--- config.mk ---
export PLATFORM = sky130hd
export DESIGN_NAME = remote_local_input_selector
export DESIGN_NICKNAME = d
export VERILOG_FILES = /design/src/shared/rl_sel_pkg.sv /design/src/rtl/range_codec.sv /design/src/rtl/remote_local_input_selector.sv
export SDC_FILE = /design/constraint.sdc
export NUM_CORES = 1
export LEC_CHECK = 0
export ABC_AREA = 0
export BUFFER_PORTS_ARGS = -buffer_cell sky130_fd_sc_hd__clkbuf_2
export CORE_MARGIN = 3
export CORE_UTILIZATION = 30
export DETAILED_ROUTE_END_ITERATION = 7
export PLACE_DENSITY = 0.53
export SYNTH_ARGS = -nofsm -noshare
export SYNTH_HDL_FRONTEND = slang
export SYNTH_SLANG_ARGS = --single-unit
--- constraint.sdc ---
create_clock -name sys_clk -period 9 [get_ports sys_clk]
set_input_delay 0.45 -clock sys_clk [delete_from_list [all_inputs] [get_ports sys_clk]]
set_output_delay 0.45 -clock sys_clk [all_outputs]
set_load 0.01 [all_outputs]
--- src/shared/rl_sel_pkg.sv ---
// constants shared by the remote/local input selector and its range codec
package rl_sel_pkg;
  // register byte offsets
  localparam logic [7:0] OFF_CTRL   = 8'h00;
  localparam logic [7:0] OFF_SET    = 8'h04;
  localparam logic [7:0] OFF_FREQ   = 8'h08;
  localparam logic [7:0] OFF_STATUS = 8'h0C;
  localparam logic [7:0] OFF_MASK   = 8'h10;
  localparam logic [7:0] OFF_LOCK   = 8'h14;
  // settings word: {fm[2:0], am[1:0], alc[1:0], rf_on, range[4:0]}
  localparam int SET_W   = 13;
  localparam int F_RANGE = 0;
  localparam int F_RF    = 5;
  localparam int F_ALC   = 6;
  localparam int F_AM    = 8;
  localparam int F_FM    = 10;
  localparam logic [12:0] SET_RST = 13'h0000;
  // range code: bit 4 overrange, bits 3:0 attenuation in 10 dB steps
  localparam int         RANGE_W        = 5;
  localparam int         RANGE_OVR_BIT  = 4;
  localparam logic [3:0] POS_FIRST      = 4'h1;
  localparam logic [3:0] POS_ZERO_DB    = 4'hC;
  localparam logic [3:0] POS_OVR        = 4'hD;
  localparam logic [3:0] RANGE_MAX_TENS = 4'hB;
  localparam logic [4:0] RANGE_BAD      = 5'h0F;
  // status / mask bits
  localparam int ST_W     = 6;
  localparam int ST_LOOP  = 0;
  localparam int ST_SUM   = 4;
  localparam int ST_UNLEVEL = 5;
  localparam int NUM_LOOPS = 4;
  localparam int SUM_LOOP  = 3;
  // frequency in kHz
  localparam int unsigned FREQ_MIN_KHZ = 2000000;
  localparam int unsigned FREQ_MAX_KHZ = 18000000;
  localparam int          NUM_RES      = 6;
  localparam int unsigned TUNE_STEP_KHZ [0:5] = '{1, 10, 100, 1000, 10000, 100000};
  typedef enum logic [1:0] {BUS_IDLE, BUS_WRITE, BUS_READ} bus_state_t;
endpackage : rl_sel_pkg

--- src/rtl/range_codec.sv ---
// range selector encoder and range data decoder
`timescale 1ns/100ps
`default_nettype none
module range_codec (
  input  wire logic [3:0] sel_pos,     // range selector position 1..13
  input  wire logic [4:0] active_code, // range data in force
  output logic      [4:0] local_code,  // selector position in remote format
  output logic      [3:0] disp_tens,   // display attenuation, 10 dB units
  output logic            disp_ovr,    // display overrange
  output logic            out_of_range // range data not servable
);
  always_comb begin
    if (sel_pos >= rl_sel_pkg::POS_FIRST && sel_pos <= rl_sel_pkg::POS_ZERO_DB) begin
      local_code = {1'b0, 4'(rl_sel_pkg::POS_ZERO_DB - sel_pos)};
    end else if (sel_pos == rl_sel_pkg::POS_OVR) begin
      local_code = {1'b1, 4'h0};
    end else begin
      // a broken selector reads as an illegal code so the panel flags it
      local_code = rl_sel_pkg::RANGE_BAD;
    end
  end

  always_comb begin
    disp_tens = active_code[3:0];
    disp_ovr  = active_code[rl_sel_pkg::RANGE_OVR_BIT];
    if (active_code[rl_sel_pkg::RANGE_OVR_BIT]) begin
      out_of_range = (active_code[3:0] != 4'h0);
    end else begin
      out_of_range = (active_code[3:0] > rl_sel_pkg::RANGE_MAX_TENS);
    end
  end
endmodule : range_codec
`default_nettype wire

--- src/rtl/remote_local_input_selector.sv ---
// remote/local settings selector, latch, tuning register and lock status
// How it works
// - settings from panel locally, bus remotely
// - latch remote settings until programmed again
// - capture panel settings on entering remote
// - encode range selector into remote format
// - decode active range data for display
// - illegal range data lights unleveled indicator
// - indicators follow mode; unleveled follows level sense
// - remote frequency loads first frequency register
// - encoder steps register by chosen resolution
// - one lock indicator per loop
// - reset summing loop if unlocked or slewing
`timescale 1ns/100ps
`default_nettype none
module remote_local_input_selector #(
  parameter int FREQ_W = 25
) (
  input  wire logic              sys_clk,             // 10 MHz clock
  input  wire logic              sys_rst,             // sync reset, high
  input  wire logic              hsel,                // ahb select
  input  wire logic [31:0]       haddr,               // ahb address
  input  wire logic [1:0]        htrans,              // ahb transfer type
  input  wire logic              hwrite,              // ahb write
  input  wire logic [2:0]        hsize,               // ahb size, word only
  input  wire logic [31:0]       hwdata,              // ahb write data
  input  wire logic              hready,              // ahb bus ready
  output logic                   hreadyout,           // ahb slave ready
  output logic                   hresp,               // ahb response
  output logic      [31:0]       hrdata,              // ahb read data
  input  wire logic [3:0]        panel_range_pos,     // range selector
  input  wire logic              panel_rf_on,         // rf on switch
  input  wire logic [1:0]        panel_alc,           // alc selector
  input  wire logic [1:0]        panel_am,            // am switch
  input  wire logic [2:0]        panel_fm,            // fm deviation switch
  input  wire logic              enc_step,            // rotary_tuning_encoder pulse
  input  wire logic              enc_dir,             // 1 up, 0 down
  input  wire logic [2:0]        tune_res,            // tuning resolution
  input  wire logic              level_unleveled,     // level sensing
  input  wire logic [3:0]        pll_locked,          // loop lock levels
  input  wire logic              slew_excess,         // oscillator slewing
  output logic      [4:0]        range_code,          // attenuator drive
  output logic      [3:0]        range_disp_tens,     // range_indicator_display
  output logic                   range_disp_ovr,      // display overrange
  output logic                   rf_on_led,           // rf status
  output logic      [1:0]        alc_led,             // alc status
  output logic      [1:0]        am_led,              // am status
  output logic      [2:0]        fm_led,              // fm status
  output logic                   unleveled_indicator, // unleveled lamp
  output logic      [3:0]        loop_unlock,         // per-loop unlock lamp
  output logic                   sum_loop_reset,      // summing loop reset
  output logic      [FREQ_W-1:0] freq_reg1,           // first frequency reg
  output logic                   freq_load,           // freq_reg1 loaded or stepped
  output logic                   remote_led,          // remote mode
  output logic                   irq                  // interrupt level
);
  // refuse widths that cannot hold the top of the band
  if (FREQ_W > 32 || (64'd1 << FREQ_W) <= 64'(rl_sel_pkg::FREQ_MAX_KHZ)) begin : g_width_check
    $error("FREQ_W cannot hold the frequency span");
  end

  // bus slave
  rl_sel_pkg::bus_state_t bus_state;
  rl_sel_pkg::bus_state_t next_bus_state;
  logic [7:0]  addr;
  logic [7:0]  next_addr;
  logic [31:0] next_hrdata;
  logic        take;
  logic        wr_go;
  logic        rd_go;
  logic        unused_bus;

  // settings
  logic                        remote_mode;
  logic                        next_remote_mode;
  logic [rl_sel_pkg::SET_W-1:0] remote_set;
  logic [rl_sel_pkg::SET_W-1:0] next_remote_set;
  logic [rl_sel_pkg::SET_W-1:0] live_set;
  logic [rl_sel_pkg::SET_W-1:0] active_set;
  logic [4:0]                  local_code;
  logic [3:0]                  dec_tens;
  logic                        dec_ovr;
  logic                        dec_bad;

  // status
  logic [rl_sel_pkg::ST_W-1:0] status;
  logic [rl_sel_pkg::ST_W-1:0] next_status;
  logic [rl_sel_pkg::ST_W-1:0] mask;
  logic [rl_sel_pkg::ST_W-1:0] next_mask;
  logic [rl_sel_pkg::ST_W-1:0] st_set;
  logic                        unlev_now;
  logic                        sum_now;

  // frequency
  logic [FREQ_W-1:0] next_freq;
  logic              next_load;
  logic [31:0]       step;
  logic [31:0]       f32;

  assign unused_bus = ^{hsize, haddr[31:8]};

  always_comb begin
    take           = hsel && hready && htrans[1];
    wr_go          = (bus_state == rl_sel_pkg::BUS_WRITE);
    rd_go          = (bus_state == rl_sel_pkg::BUS_READ);
    hreadyout      = !rd_go;
    hresp          = 1'b0;
    next_addr      = take ? haddr[7:0] : addr;
    next_bus_state = rl_sel_pkg::BUS_IDLE;
    if (take) begin
      next_bus_state = hwrite ? rl_sel_pkg::BUS_WRITE : rl_sel_pkg::BUS_READ;
    end
    next_hrdata = hrdata;
    if (rd_go) begin
      case (addr)
        rl_sel_pkg::OFF_CTRL:   next_hrdata = {31'h0000_0000, remote_mode};
        rl_sel_pkg::OFF_SET:    next_hrdata = 32'(remote_set);
        rl_sel_pkg::OFF_FREQ:   next_hrdata = 32'(freq_reg1);
        rl_sel_pkg::OFF_STATUS: next_hrdata = 32'(status);
        rl_sel_pkg::OFF_MASK:   next_hrdata = 32'(mask);
        rl_sel_pkg::OFF_LOCK:   next_hrdata = 32'({active_set, pll_locked});
        default:                next_hrdata = 32'h0000_0000;
      endcase
    end
  end

  always_ff @(posedge sys_clk) begin
    if (sys_rst) begin
      bus_state <= rl_sel_pkg::BUS_IDLE;
      addr      <= 8'h00;
      hrdata    <= 32'h0000_0000;
    end else begin
      bus_state <= next_bus_state;
      addr      <= next_addr;
      hrdata    <= next_hrdata;
    end
  end

  range_codec u_codec (
    .sel_pos      (panel_range_pos),
    .active_code  (active_set[rl_sel_pkg::F_RANGE +: 5]),
    .local_code   (local_code),
    .disp_tens    (dec_tens),
    .disp_ovr     (dec_ovr),
    .out_of_range (dec_bad)
  );

  always_comb begin
    live_set   = {panel_fm, panel_am, panel_alc, panel_rf_on, local_code};
    active_set = remote_mode ? remote_set : live_set;
    next_remote_mode = remote_mode;
    next_remote_set  = remote_set;
    if (wr_go && addr == rl_sel_pkg::OFF_CTRL) begin
      next_remote_mode = hwdata[0];
      if (hwdata[0] && !remote_mode) begin
        // freeze the panel so the attenuator does not move on entry
        next_remote_set = live_set;
      end
    end
    if (wr_go && addr == rl_sel_pkg::OFF_SET) begin
      next_remote_set = hwdata[rl_sel_pkg::SET_W-1:0];
    end
  end

  always_ff @(posedge sys_clk) begin
    if (sys_rst) begin
      remote_mode <= 1'b0;
      remote_set  <= rl_sel_pkg::SET_RST;
    end else begin
      remote_mode <= next_remote_mode;
      remote_set  <= next_remote_set;
    end
  end

  // indicators, one cycle behind the selected settings
  always_ff @(posedge sys_clk) begin
    if (sys_rst) begin
      range_code          <= 5'h00;
      range_disp_tens     <= 4'h0;
      range_disp_ovr      <= 1'b0;
      rf_on_led           <= 1'b0;
      alc_led             <= 2'h0;
      am_led              <= 2'h0;
      fm_led              <= 3'h0;
      unleveled_indicator <= 1'b0;
      loop_unlock         <= 4'h0;
      sum_loop_reset      <= 1'b0;
      remote_led          <= 1'b0;
    end else begin
      range_code          <= active_set[rl_sel_pkg::F_RANGE +: 5];
      range_disp_tens     <= dec_tens;
      range_disp_ovr      <= dec_ovr;
      rf_on_led           <= active_set[rl_sel_pkg::F_RF];
      alc_led             <= active_set[rl_sel_pkg::F_ALC +: 2];
      am_led              <= active_set[rl_sel_pkg::F_AM +: 2];
      fm_led              <= active_set[rl_sel_pkg::F_FM +: 3];
      unleveled_indicator <= unlev_now;
      loop_unlock         <= ~pll_locked;
      sum_loop_reset      <= sum_now;
      remote_led          <= remote_mode;
    end
  end

  always_comb begin
    unlev_now = level_unleveled || dec_bad;
    sum_now   = !pll_locked[rl_sel_pkg::SUM_LOOP] || slew_excess;
    st_set    = {unlev_now, sum_now, ~pll_locked};
    next_mask = mask;
    if (wr_go && addr == rl_sel_pkg::OFF_MASK) begin
      next_mask = hwdata[rl_sel_pkg::ST_W-1:0];
    end
    next_status = status;
    if (rd_go && addr == rl_sel_pkg::OFF_STATUS) begin
      next_status = '0;
    end
    // a set in the clearing cycle survives the read
    next_status = next_status | st_set;
  end

  always_ff @(posedge sys_clk) begin
    if (sys_rst) begin
      status <= '0;
      mask   <= '0;
      irq    <= 1'b0;
    end else begin
      status <= next_status;
      mask   <= next_mask;
      irq    <= |(next_status & next_mask);
    end
  end

  always_comb begin
    f32  = 32'(freq_reg1);
    step = rl_sel_pkg::TUNE_STEP_KHZ[rl_sel_pkg::NUM_RES-1];
    if (int'(tune_res) < rl_sel_pkg::NUM_RES) begin
      step = rl_sel_pkg::TUNE_STEP_KHZ[tune_res];
    end
    next_freq = freq_reg1;
    next_load = 1'b0;
    if (remote_mode) begin
      if (wr_go && addr == rl_sel_pkg::OFF_FREQ) begin
        next_freq = hwdata[FREQ_W-1:0];
        next_load = 1'b1;
      end
    end else if (enc_step) begin
      next_load = 1'b1;
      // saturate at the band edges rather than wrap round
      if (enc_dir) begin
        if (f32 + step > rl_sel_pkg::FREQ_MAX_KHZ) begin
          next_freq = FREQ_W'(rl_sel_pkg::FREQ_MAX_KHZ);
        end else begin
          next_freq = FREQ_W'(f32 + step);
        end
      end else begin
        if (f32 < rl_sel_pkg::FREQ_MIN_KHZ + step) begin
          next_freq = FREQ_W'(rl_sel_pkg::FREQ_MIN_KHZ);
        end else begin
          next_freq = FREQ_W'(f32 - step);
        end
      end
    end
  end

  always_ff @(posedge sys_clk) begin
    if (sys_rst) begin
      freq_reg1 <= FREQ_W'(rl_sel_pkg::FREQ_MIN_KHZ);
      freq_load <= 1'b0;
    end else begin
      freq_reg1 <= next_freq;
      freq_load <= next_load;
    end
  end

  // assertions sleep one extra cycle so reset values are not judged as live outputs
  logic rst_d;
  always_ff @(posedge sys_clk) begin
    rst_d <= sys_rst;
  end
endmodule : remote_local_input_selector
`default_nettype wire

### Yosys cells after proc, flatten, opt, wreduce, memory -nomap -nowiden

Memories as Yosys holds them, arrays and structs flattened.
Index checks and enable logic that the tools add are counted.

* memory bits (read-only): 256
* output and inout port bits: 86
* flip-flop bits (word level): 120
* logic and storage cells: 93
* bits of input ports: 97
* memories: 1

Memory list
* (no name shown): depth 8, width 32, read ports 1, clocked after memory_dff 0, wr ports 0, line remote_local_input_selector.sv:236 `step = rl_sel_pkg::TUNE_STEP_KHZ[tune_res];`

* add/sub/neg operators: 4
* bitwise gates (word level): 5
* magnitude comparators: 7
* reductions and logical operators: 23
* eq/ne operators: 9
* muxes and demuxes: 23

Operator list (count)
* 25-bit two-way mux: 6
* 25-bit one-hot mux with 6 select lines: 1
* 32-bit two-way mux: 3
* 13-bit two-way mux: 4
* 21-bit by 32-bit adder with 32-bit output, first input constant: 1
* 25-bit by 32-bit adder with 32-bit output: 1
* 32-bit by 25-bit greater-than comparator with 1-bit output, second input constant: 1
* 25-bit by 32-bit less-than comparator with 1-bit output: 1
* 25-bit subtractor: 1
* 8-bit by 4-bit == test with 1-bit output, second input constant: 2
* 8-bit by 5-bit == test with 1-bit output, second input constant: 2
* 6-bit two-way mux: 2
* 5-bit two-way mux: 2
* 1-bit logical AND: 9
* 8-bit by 3-bit == test with 1-bit output, second input constant: 1
* 8-bit zero test: 1
* 6-bit AND: 1
* 6-bit OR: 1
* 2-bit nonzero test: 3
* 6-bit OR reduction: 1
* 4-bit == test, second input constant: 1
* 4-bit by 1-bit >= comparator with 1-bit output, second input constant: 1
* 4-bit >= comparator, second input constant: 1
* 4-bit greater-than comparator, second input constant: 1
* other kinds (16): 23

### Logic depth before layout (Yosys ltp)

Gate-level depths: netlist (run 1).

* depth after elaboration: 11
* mapped depth: 19
* depth with buffers taken out: 17

### Modules after synthesis

A second synthesis (run 1) with hierarchy kept.

* cells, all modules: 1068
* area total of the unflattened synthesis: 8241.7 um^2

By module, submodules not included
* remote_local_input_selector: times used 1, area each 8032.7 um^2, cells each 1036
* range_codec: times used 1, area each 209.0 um^2, cells each 32

### Least setup slack after synthesis (run 1)

OpenSTA, ideal clock, no wires.

* path kind: in2reg
* start: input port tune_res[2]
* end: register freq_reg1[3]
* library setup time: 73 ps
* slack: 4812 ps
* arrival time: 4115 ps
* stages: 18
* path buffers: 1
* cells stage by stage: inv_1 nor2_1 inv_1 nand2_1 inv_1 ha_1 a211o_1 and3_4 or4_1 o22a_1 a221oi_2 nand4bb_1 or3_1 nor4_4 o21ai_2 buf_6 o31a_1 nor3_2

* word-level cells in the longest chain between the ends: 11
* elaborated cells on any way between the ends: 16
* classes of those cells: add/sub (3); order compare (3); mux (8); bitwise (1); memory (1)

RTL lines
* start: declaration: line remote_local_input_selector.sv:38 `input wire logic [2:0] tune_res,`
* 3-bit inverter with 4-bit output (not written as such): line remote_local_input_selector.sv:236
* memory 8 x 32 bit
* 32-bit two-way mux (not written as such) (2 in series): line remote_local_input_selector.sv:236
* 32-bit two-way mux (*): line remote_local_input_selector.sv:235 `if (int'(tune_res) < rl_sel_pkg::NUM_RES) begin`
* 21-bit by 32-bit adder with 32-bit output or 25-bit by 32-bit adder with 32-bit output (tied branches): line remote_local_input_selector.sv:255, remote_local_input_selector.sv:252
* 25-bit by 32-bit less-than comparator with 1-bit output or 32-bit by 25-bit greater-than comparator with 1-bit output (tied branches): line remote_local_input_selector.sv:255, remote_local_input_selector.sv:249
* 25-bit two-way mux (on tied branches): line remote_local_input_selector.sv:255, remote_local_input_selector.sv:249
* 25-bit two-way mux (*): line remote_local_input_selector.sv:248 `if (enc_dir) begin`
* 25-bit two-way mux (*): line remote_local_input_selector.sv:245 `end else if (enc_step) begin`
* 25-bit two-way mux (*): line remote_local_input_selector.sv:240 `if (remote_mode) begin`
* end signal: assignment: line remote_local_input_selector.sv:266 `freq_reg1 <= FREQ_W'(rl_sel_pkg::FREQ_MIN_KHZ);`
* end signal: assignment: line remote_local_input_selector.sv:269 `freq_reg1 <= next_freq;`
* end: declaration: line remote_local_input_selector.sv:52 `output logic [FREQ_W-1:0] freq_reg1,`

Every way passes the cells marked *; elsewhere a longest branch is shown, timed or not. The select of a mux whose other input is x is not followed.
A chain may end at the register's enable or synchronous reset.

### Final worst setup path (run 1)

* start: input port tune_res[2]
* end: register freq_reg1[5]

Same word-level chain as after synthesis.

==> impl_summary.log, run 1 <==
[metrics] outcome: complete, no violations
[metrics] number of enable flip-flop cells after synthesis: 0
[metrics] initial drt markers: between 600 and 700
[metrics] clock slew seen by the registers of the worst setup and hold paths: ~70 ps
[metrics] clock insertion delay at the later pin of the skew report: 350 ps
[metrics] reg-to-reg critical path endpoint: freq_reg1[0]
[metrics] CP startpoint kind: primary input
[metrics] cells on worst reg2reg path: 12
[metrics] total routed wirelength: ~27000 µm
[metrics] signed area change from the synthesized netlist to the final layout: 15.0%
[metrics] die boundary height: 167 µm
[metrics] total global-route track usage: 18.7%
[metrics] Buffers on Ports: 139
[metrics] GR met1 Demand/Resource: 25.8%
[metrics] count of maximum capacitance violations: 0
[metrics] power density over the cells: 150 mW/mm²
[metrics] share of the yosys chip area belonging to registers: 28.0%
[metrics] internal power: 890 µW
[metrics] first-pass GRT wire length: 42600 µm
[metrics] ratio of final minimum period to clock period: 59.8%
[metrics] number of buffers created by CTS: 9
[metrics] fraction of synthesis flops using an asynchronous set or reset pin: 0%
[metrics] static leakage: 3.73 nW
[metrics] cells taking the most area after synthesis: sky130_fd_sc_hd__dfxtp_1 28%, sky130_fd_sc_hd__ha_1 7.0%, sky130_fd_sc_hd__nor2_1 5.8%
[metrics] pin count of the biggest net entering global routing: between 80 and 90
[metrics] Worst EP arrival: 5650 ps
[metrics] Sinks on Clock Net: 108
[metrics] Clock Power Share: 31.7%
[metrics] minimum clock period after layout: ~5400 ps
[metrics] fraction of post-synthesis cell area in the top cell type by area: around 28%
[metrics] Critical Path End: freq_reg1[5]
[metrics] final count of pins violating max slew: 0
[metrics] worst ir drop on vdd: 79.0 µV
[metrics] number of gates given a new drive strength after cts: 0
[metrics] post-synthesis instance total: 1002
[metrics] power spent charging and discharging nets: 445 µW
[metrics] Die Span X: approximately 170 µm
[metrics] setup slack of the most critical reg-to-reg path: roughly 4500 ps
[metrics] post-synthesis instance area: around 0.0077 mm²
[metrics] layer with the highest usage: met2
[metrics] required time reported for the critical path endpoint: just over 9000 ps
[metrics] cell row count: 58
[metrics] cts-stage hold buffer count: 0
[metrics] number of synthesized register bits: 108
[metrics] Wirelength per Cell: roughly 19 µm
[metrics] most frequent cell after synthesis: sky130_fd_sc_hd__nor2_1
[metrics] prevailing post-synth register cell: sky130_fd_sc_hd__dfxtp_1
[metrics] number of remaining DRC errors: 0
[metrics] proportion of layout cells with a drive suffix above 1: 17.7%
[metrics] critical path's most frequent cell: sky130_fd_sc_hd__inv_1
[metrics] net switching fraction of the power: ~33%
[metrics] Fin. Hold Viols: 0
[metrics] final core utilization: 35.2%
[metrics] detailed-routing iteration count for the pre-antenna-repair pass: 5
[metrics] global-route met2 utilization: 31.7%
[metrics] Fin Clk Skew: 11.4 ps
[metrics] top cells by count, synth: 119 x sky130_fd_sc_hd__nor2_1, 108 x sky130_fd_sc_hd__dfxtp_1, 90 x sky130_fd_sc_hd__nand2_1
[metrics] Post-Synthesis Mean Instance Area: 7.71 µm²
[metrics] Worst Setup End Kind: flip-flop
[metrics] worst flop-to-flop path startpoint: freq_reg1[13]
[metrics] clock tree from TritonCTS: yes
[metrics] cell with the biggest individual delay on the critical path: sky130_fd_sc_hd__nor2_1
[metrics] global-route met3 utilization: 2.97%
[metrics] power share of the sequential group: 39.8%
[metrics] crit-path max FO: 14
[metrics] RSZ-0062 raised after global routing: no
[metrics] gpl congestion: slightly below 0.9
[metrics] initial core utilization: 30.6%
[metrics] CP bufs+invs: 3
[metrics] vias in the first global route: roughly 7400
[metrics] CP cell instances: clkbuf_2 -> inv_1 -> nor2_1 -> inv_1 -> nand2_1 -> ha_1 -> nor3b_2 -> o211ai_1 -> a21oi_2 -> o211ai_2 -> a211oi_1 -> mux2i_1 -> nand3_1 -> o31ai_2 -> o21ai_2 -> o221a_2 -> o21ai_0
[metrics] critical path depth in cells: 17
[metrics] maximum count of clock buffers along a single path: 2
[metrics] type of the worst min-delay path: in2reg
[metrics] Core Footprint: approximately 0.025 mm²
[metrics] slowest cell delay on critical path: 640 ps
[metrics] timing startpoint of the critical path: tune_res[2]
[metrics] via count: 7736
[metrics] post-layout net count: 1231
[metrics] Yosys warnings: 0
[metrics] crit path kind: in2reg
[metrics] cell family with most CP delay: compound AO/OA/AOI/OAI gates
[metrics] number of routed nets with antenna violations: 0
[metrics] antenna violations before repair: 0
[metrics] area of the die: 0.0277 mm²
[metrics] library cell occupying the most area in the post-synthesis netlist: sky130_fd_sc_hd__dfxtp_1
[metrics] Worst Tran Pin Value: roughly 1200 ps
[metrics] number of distinct library cells after synthesis: 88
[metrics] buffers inserted during post-CTS setup optimization: 0
[metrics] Fmax achieved: 0.186 GHz
[metrics] htree depth: 3
[metrics] clock root cell: sky130_fd_sc_hd__clkbuf_16
[metrics] HPWL after detailed placement: 20200 µm
[metrics] total setup violations reported at the end of the flow: 0
[metrics] fraction of power consumed by combinational cells: between 20% and 30%
[metrics] remaining global-route overflow: 0
[metrics] mean number of vias per cell: 5.43
[metrics] post-route setup TNS: 0 ps
[metrics] max_slew headroom: 18.2%
[metrics] number of ports placed on the die boundary: 183
[power by group through the flow]
stage	sequential [mW]	clock, mW	combinational, mW
5_1_grt	0.534	0.449	0.423
6_report	0.531	0.424	0.381
3_3_place_gp	0.542	0	0.376
4_1_cts	0.531	0.435	0.379
2_1_floorplan	0.529	0	0.270
3_5_place_dp	0.542	0	0.377
[area by class of cell]
type / count / area (µm²)
multi-input cells: 785 / 5090
repair buffers: 149 / 773
clock inverters: 4 / 73.8
fillers: 2741 / 16400
well taps: 330 / 413
diodes: 1 / 2.50
flip-flops and latches: 108 / 2160
clock buffers: 11 / 233
inverters: 36 / 135
[worst min-delay path by stage]
| stage | start | slack (ps) | endpoint | cells past startpoint |
|---|---|---|---|---|
| after floorplan | addr[7] | 440 | addr[7] | 2 |
| after global placement | hrdata[22] | 440 | hrdata[22] | 2 |
| after detailed placement | hrdata[18] | 440 | hrdata[18] | 2 |
| after CTS | hwrite | 270 | bus_state[1] | 2 |
| after global routing | hwrite | 270 | bus_state[1] | 2 |
| final | hwrite | 280 | bus_state[1] | 2 |
[cells by family after synthesis]
group / count (synthesis) / synth area share (%)
AO/OA/AOI/OAI: 303 / 27.1
XOR/XNOR: 29 / 3.29
adder cells (fa/ha/maj): 45 / 7.48
buffers and inverters: 116 / 6.52
flip-flops: 108 / 28.0
multiplexers: 34 / 4.50
other: 1 / 0.0485
AND/OR/NAND/NOR: 366 / 23.1
[registers in the layout (all words and copies together) (netlist names), 2 cells and up]
name         cells
freq_reg1       25
hrdata          25
remote_set      13
addr             8
mask             6
status           6
range_code       5
loop_unlock      4
fm_led           3
alc_led          2
am_led           2
bus_state        2
[worst reg2reg max path, cell delays in order, from the launching register on]
cell,delay (ps)
sky130_fd_sc_hd__dfxtp_1,580
sky130_fd_sc_hd__ha_1,520
sky130_fd_sc_hd__and3b_1,500
sky130_fd_sc_hd__nand4_1,200
sky130_fd_sc_hd__a211oi_1,380
sky130_fd_sc_hd__nor3_1,150
sky130_fd_sc_hd__xnor2_1,190
sky130_fd_sc_hd__nand4bb_1,270
sky130_fd_sc_hd__a31oi_1,230
sky130_fd_sc_hd__o31ai_2,210
sky130_fd_sc_hd__nor3_1,820
sky130_fd_sc_hd__nor3_1,160
sky130_fd_sc_hd__o21a_1,230
[cell usage in the layout, fill, tap and decap left out, types with 28 or more instances in the layout]
| cell type | count |
|---|---|
| sky130_fd_sc_hd__nor2_1 | 119 |
| sky130_fd_sc_hd__dfxtp_1 | 108 |
| sky130_fd_sc_hd__nand2_1 | 90 |
| sky130_fd_sc_hd__nand3_1 | 30 |
| sky130_fd_sc_hd__o21ai_0 | 59 |
| sky130_fd_sc_hd__a22oi_1 | 30 |
| sky130_fd_sc_hd__clkbuf_2 | 138 |
| sky130_fd_sc_hd__a21oi_1 | 72 |
| sky130_fd_sc_hd__ha_1 | 43 |
| sky130_fd_sc_hd__mux2i_1 | 28 |
| sky130_fd_sc_hd__inv_1 | 34 |
[stage by stage]
stage | instance area (µm²) | setup slack, ps | hold slack, ps | cells | total power, mW
floorplan | 7750 | 4810 | 436 | 1009 | 0.799
global placement | 8580 | 3320 | 441 | 1408 | 0.918
detailed placement | 8580 | 3300 | 445 | 1408 | 0.919
CTS | 8880 | 3660 | 273 | 1423 | 1.35
global route | 8880 | 3200 | 273 | 1423 | 1.41
finish | 8890 | 3620 | 283 | 1424 | 1.34
[layer usage]
metal	vias up	wire length, µm
met2	234	12800
met5	-	0
met4	0	240
li1	3783	-
met3	19	1460
met1	3700	12300
(Power assumes the default switching activity.)
==> run 2, diff against run 1 <==
==> constraint.sdc (replaced) <==
create_clock -name sys_clk -period 5.6 [get_ports sys_clk]
set_input_delay 0.28 -clock sys_clk [delete_from_list [all_inputs] [get_ports sys_clk]]
set_output_delay 0.28 -clock sys_clk [all_outputs]
set_load 0.01 [all_outputs]
==> impl_summary.log, run 2 (synthesis gave the netlist of run 1 again) <==
[metrics] number of gates given a new drive strength after cts: 0
[metrics] detailed-routing iteration count for the pre-antenna-repair pass: 5
[metrics] setup slack of the most critical reg-to-reg path: roughly 1200 ps
[metrics] Fin Clk Skew: approximately 12 ps
[metrics] post-route setup TNS: 0 ps
[metrics] Worst Tran Pin Value: 1110 ps
[metrics] area post-placement: 0.00861 mm²
[metrics] antenna violations before repair: 1
[metrics] total power: approximately 2.2 mW
[metrics] commonest cells after routing, fill and taps aside: 138 x sky130_fd_sc_hd__clkbuf_2, 119 x sky130_fd_sc_hd__nor2_1, 108 x sky130_fd_sc_hd__dfxtp_1
[metrics] total routed wirelength: between 20000 and 30000 µm
[metrics] reg-to-reg critical path endpoint: freq_reg1[0]
[metrics] Wirelength per Cell: around 19 µm
[metrics] count of maximum capacitance violations: 0
[metrics] Buffers on Ports: 139
[metrics] HPWL after detailed placement: approximately 20000 µm
[metrics] largest registers in the final layout: freq_reg1: 25 flops, hrdata: 25 flops, remote_set: 13 flops
[metrics] ratio of final minimum period to clock period: between 80 and 90%
[metrics] required time reported for the critical path endpoint: 5840 ps
[metrics] final count of pins violating max slew: 0
[metrics] clock tree from TritonCTS: yes
[metrics] minimum clock period after layout: 4590 ps
[metrics] tightest hold margin: 118 ps
[metrics] number of routed nets with antenna violations: 0
[metrics] initial core utilization: 30.6%
[metrics] Sinks on Clock Net: 108
[metrics] final cell count without fillers: 1428
[metrics] clock root cell: sky130_fd_sc_hd__clkbuf_16
[metrics] worst flop-to-flop path startpoint: freq_reg1[1]
[metrics] origin of the worst min-delay path: hwrite
[metrics] placed cell count: 1412
[metrics] instance count along the most critical hold path: 2
[metrics] crit path kind: in2reg
[metrics] signed area change from the synthesized netlist to the final layout: 15.5%
[metrics] mean number of vias per cell: 5.45
[metrics] Core Footprint: 0.0253 mm²
[metrics] max_slew headroom: 25.7%
[metrics] Fin. Hold Viols: 0
[metrics] Worst EP arrival: 4830 ps
[metrics] worst ir drop on vdd: 129 µV
[metrics] post-layout net count: 1235
[metrics] finished layout cell area: 0.00892 mm²
[metrics] final core utilization: 35.3%
[metrics] clock insertion delay at the later pin of the skew report: 350 ps
[metrics] proportion of layout cells with a drive suffix above 1: 18.2%
[metrics] first-pass GRT wire length: ~42000 µm
[metrics] CP startpoint kind: primary input
[metrics] crit-path max FO: 8
[metrics] setup slack of the critical path after layout: about 1000 ps
[metrics] maximum count of clock buffers along a single path: 2
[metrics] clock slew seen by the registers of the worst setup and hold paths: approximately 70 ps
[metrics] initial drt markers: 702
[metrics] total setup violations reported at the end of the flow: 0
[metrics] htree depth: 3
[metrics] worst setup timing slack at the placement stage: roughly 730 ps
[metrics] outcome: complete, no violations
[metrics] Inserted Diodes: 0
[metrics] Die Span X: around 170 µm
[metrics] remaining global-route overflow: 0
[metrics] total global-route track usage: 18.6%
[metrics] cell row count: 58
[metrics] cts-stage hold buffer count: 0
[metrics] pin count of the biggest net entering global routing: 81
[metrics] Worst Setup End Kind: flip-flop
[metrics] die boundary height: 167 µm
[metrics] number of filler instances in the final layout: ~2700
[metrics] number of buffers created by CTS: 9
[metrics] end point of the worst hold path: bus_state[1]
[metrics] number of ports placed on the die boundary: around 180
[metrics] via count: 7786
[metrics] buffers inserted during post-CTS setup optimization: 0
[metrics] number of remaining DRC errors: 0
[metrics] RSZ-0062 raised after global routing: no
[metrics] commonest non-fill, non-tap cell in the layout: sky130_fd_sc_hd__clkbuf_2
[metrics] power density over the cells: 242 mW/mm²
[metrics] type of the worst min-delay path: in2reg
[metrics] Fmax achieved: roughly 0.22 GHz
[metrics] area of the die: 0.0277 mm²
[metrics] cells on worst reg2reg path: 13
[metrics] vias in the first global route: 7608
[metrics] static leakage: 3.76 nW
[metrics] gpl congestion: about 0.88
-- run 2: changes by cell type in the layout (fill, tap and decap cells not counted) --
cell / change
sky130_fd_sc_hd__buf_4: +4
sky130_fd_sc_hd__clkbuf_1: -1
sky130_fd_sc_hd__clkinv_2: +1
sky130_fd_sc_hd__clkinv_4: +1
sky130_fd_sc_hd__diode_2: -1
-- run 2: per-layer routing --
| layer | GRT usage, % | vias up | wire length (µm) |
|---|---|---|---|
| met5 | 0 | - | 13 |
| met4 | 3.73 | 2 | 413 |
| met3 | 2.73 | 33 | 1360 |
| met2 | 31.1 | 254 | 12300 |
| met1 | 25.6 | 3718 | 12400 |
| li1 | - | 3779 | - |
-- run 2: report_power, final --
part	internal, mW	switching (mW)	total (mW)	leakage, nW
registers	0.798	0.0577	0.856	0.882
logic	0.245	0.369	0.614	2.72
clock network	0.394	0.295	0.689	0.157
total	1.44	0.722	2.16	3.76
-- run 2: layout make-up --
type / count / area [µm²] / share of cell area, %
repair buffers: 153 / 803 / 9.00
flip-flops and latches: 108 / 2160 / 24.2
inverters: 36 / 135 / 1.51
clock buffers: 10 / 229 / 2.57
well taps: 330 / 413 / 4.63
multi-input cells: 785 / 5090 / 57.1
clock inverters: 6 / 87.6 / 0.981
-- run 2: how the worst max path moves through the flow --
stage / start / to / slack (ps) / depth (start not counted)
CTS: tune_res[2] / freq_reg1[0] / 1080 / 19
floorplan: tune_res[2] / freq_reg1[3] / 1580 / 18
global route: tune_res[2] / freq_reg1[0] / 800 / 19
detailed placement: tune_res[2] / freq_reg1[0] / 730 / 19
global placement: tune_res[2] / freq_reg1[0] / 790 / 19
finish: tune_res[2] / freq_reg1[0] / 1010 / 19
-- run 2: worst max-delay path: stages --
cell	delay, ps
sky130_fd_sc_hd__clkbuf_2	150
sky130_fd_sc_hd__inv_1	180
sky130_fd_sc_hd__nand2_1	130
sky130_fd_sc_hd__inv_1	60
sky130_fd_sc_hd__nand2b_1	160
sky130_fd_sc_hd__inv_1	110
sky130_fd_sc_hd__fa_1	490
sky130_fd_sc_hd__nor2b_4	170
sky130_fd_sc_hd__o311a_4	340
sky130_fd_sc_hd__o21a_1	290
sky130_fd_sc_hd__or4_4	560
sky130_fd_sc_hd__a22oi_2	130
sky130_fd_sc_hd__nand4bb_1	180
sky130_fd_sc_hd__a31oi_1	240
sky130_fd_sc_hd__o31ai_2	110
sky130_fd_sc_hd__buf_4	170
sky130_fd_sc_hd__nor3_1	700
sky130_fd_sc_hd__nor3_1	160
sky130_fd_sc_hd__o21a_1	220
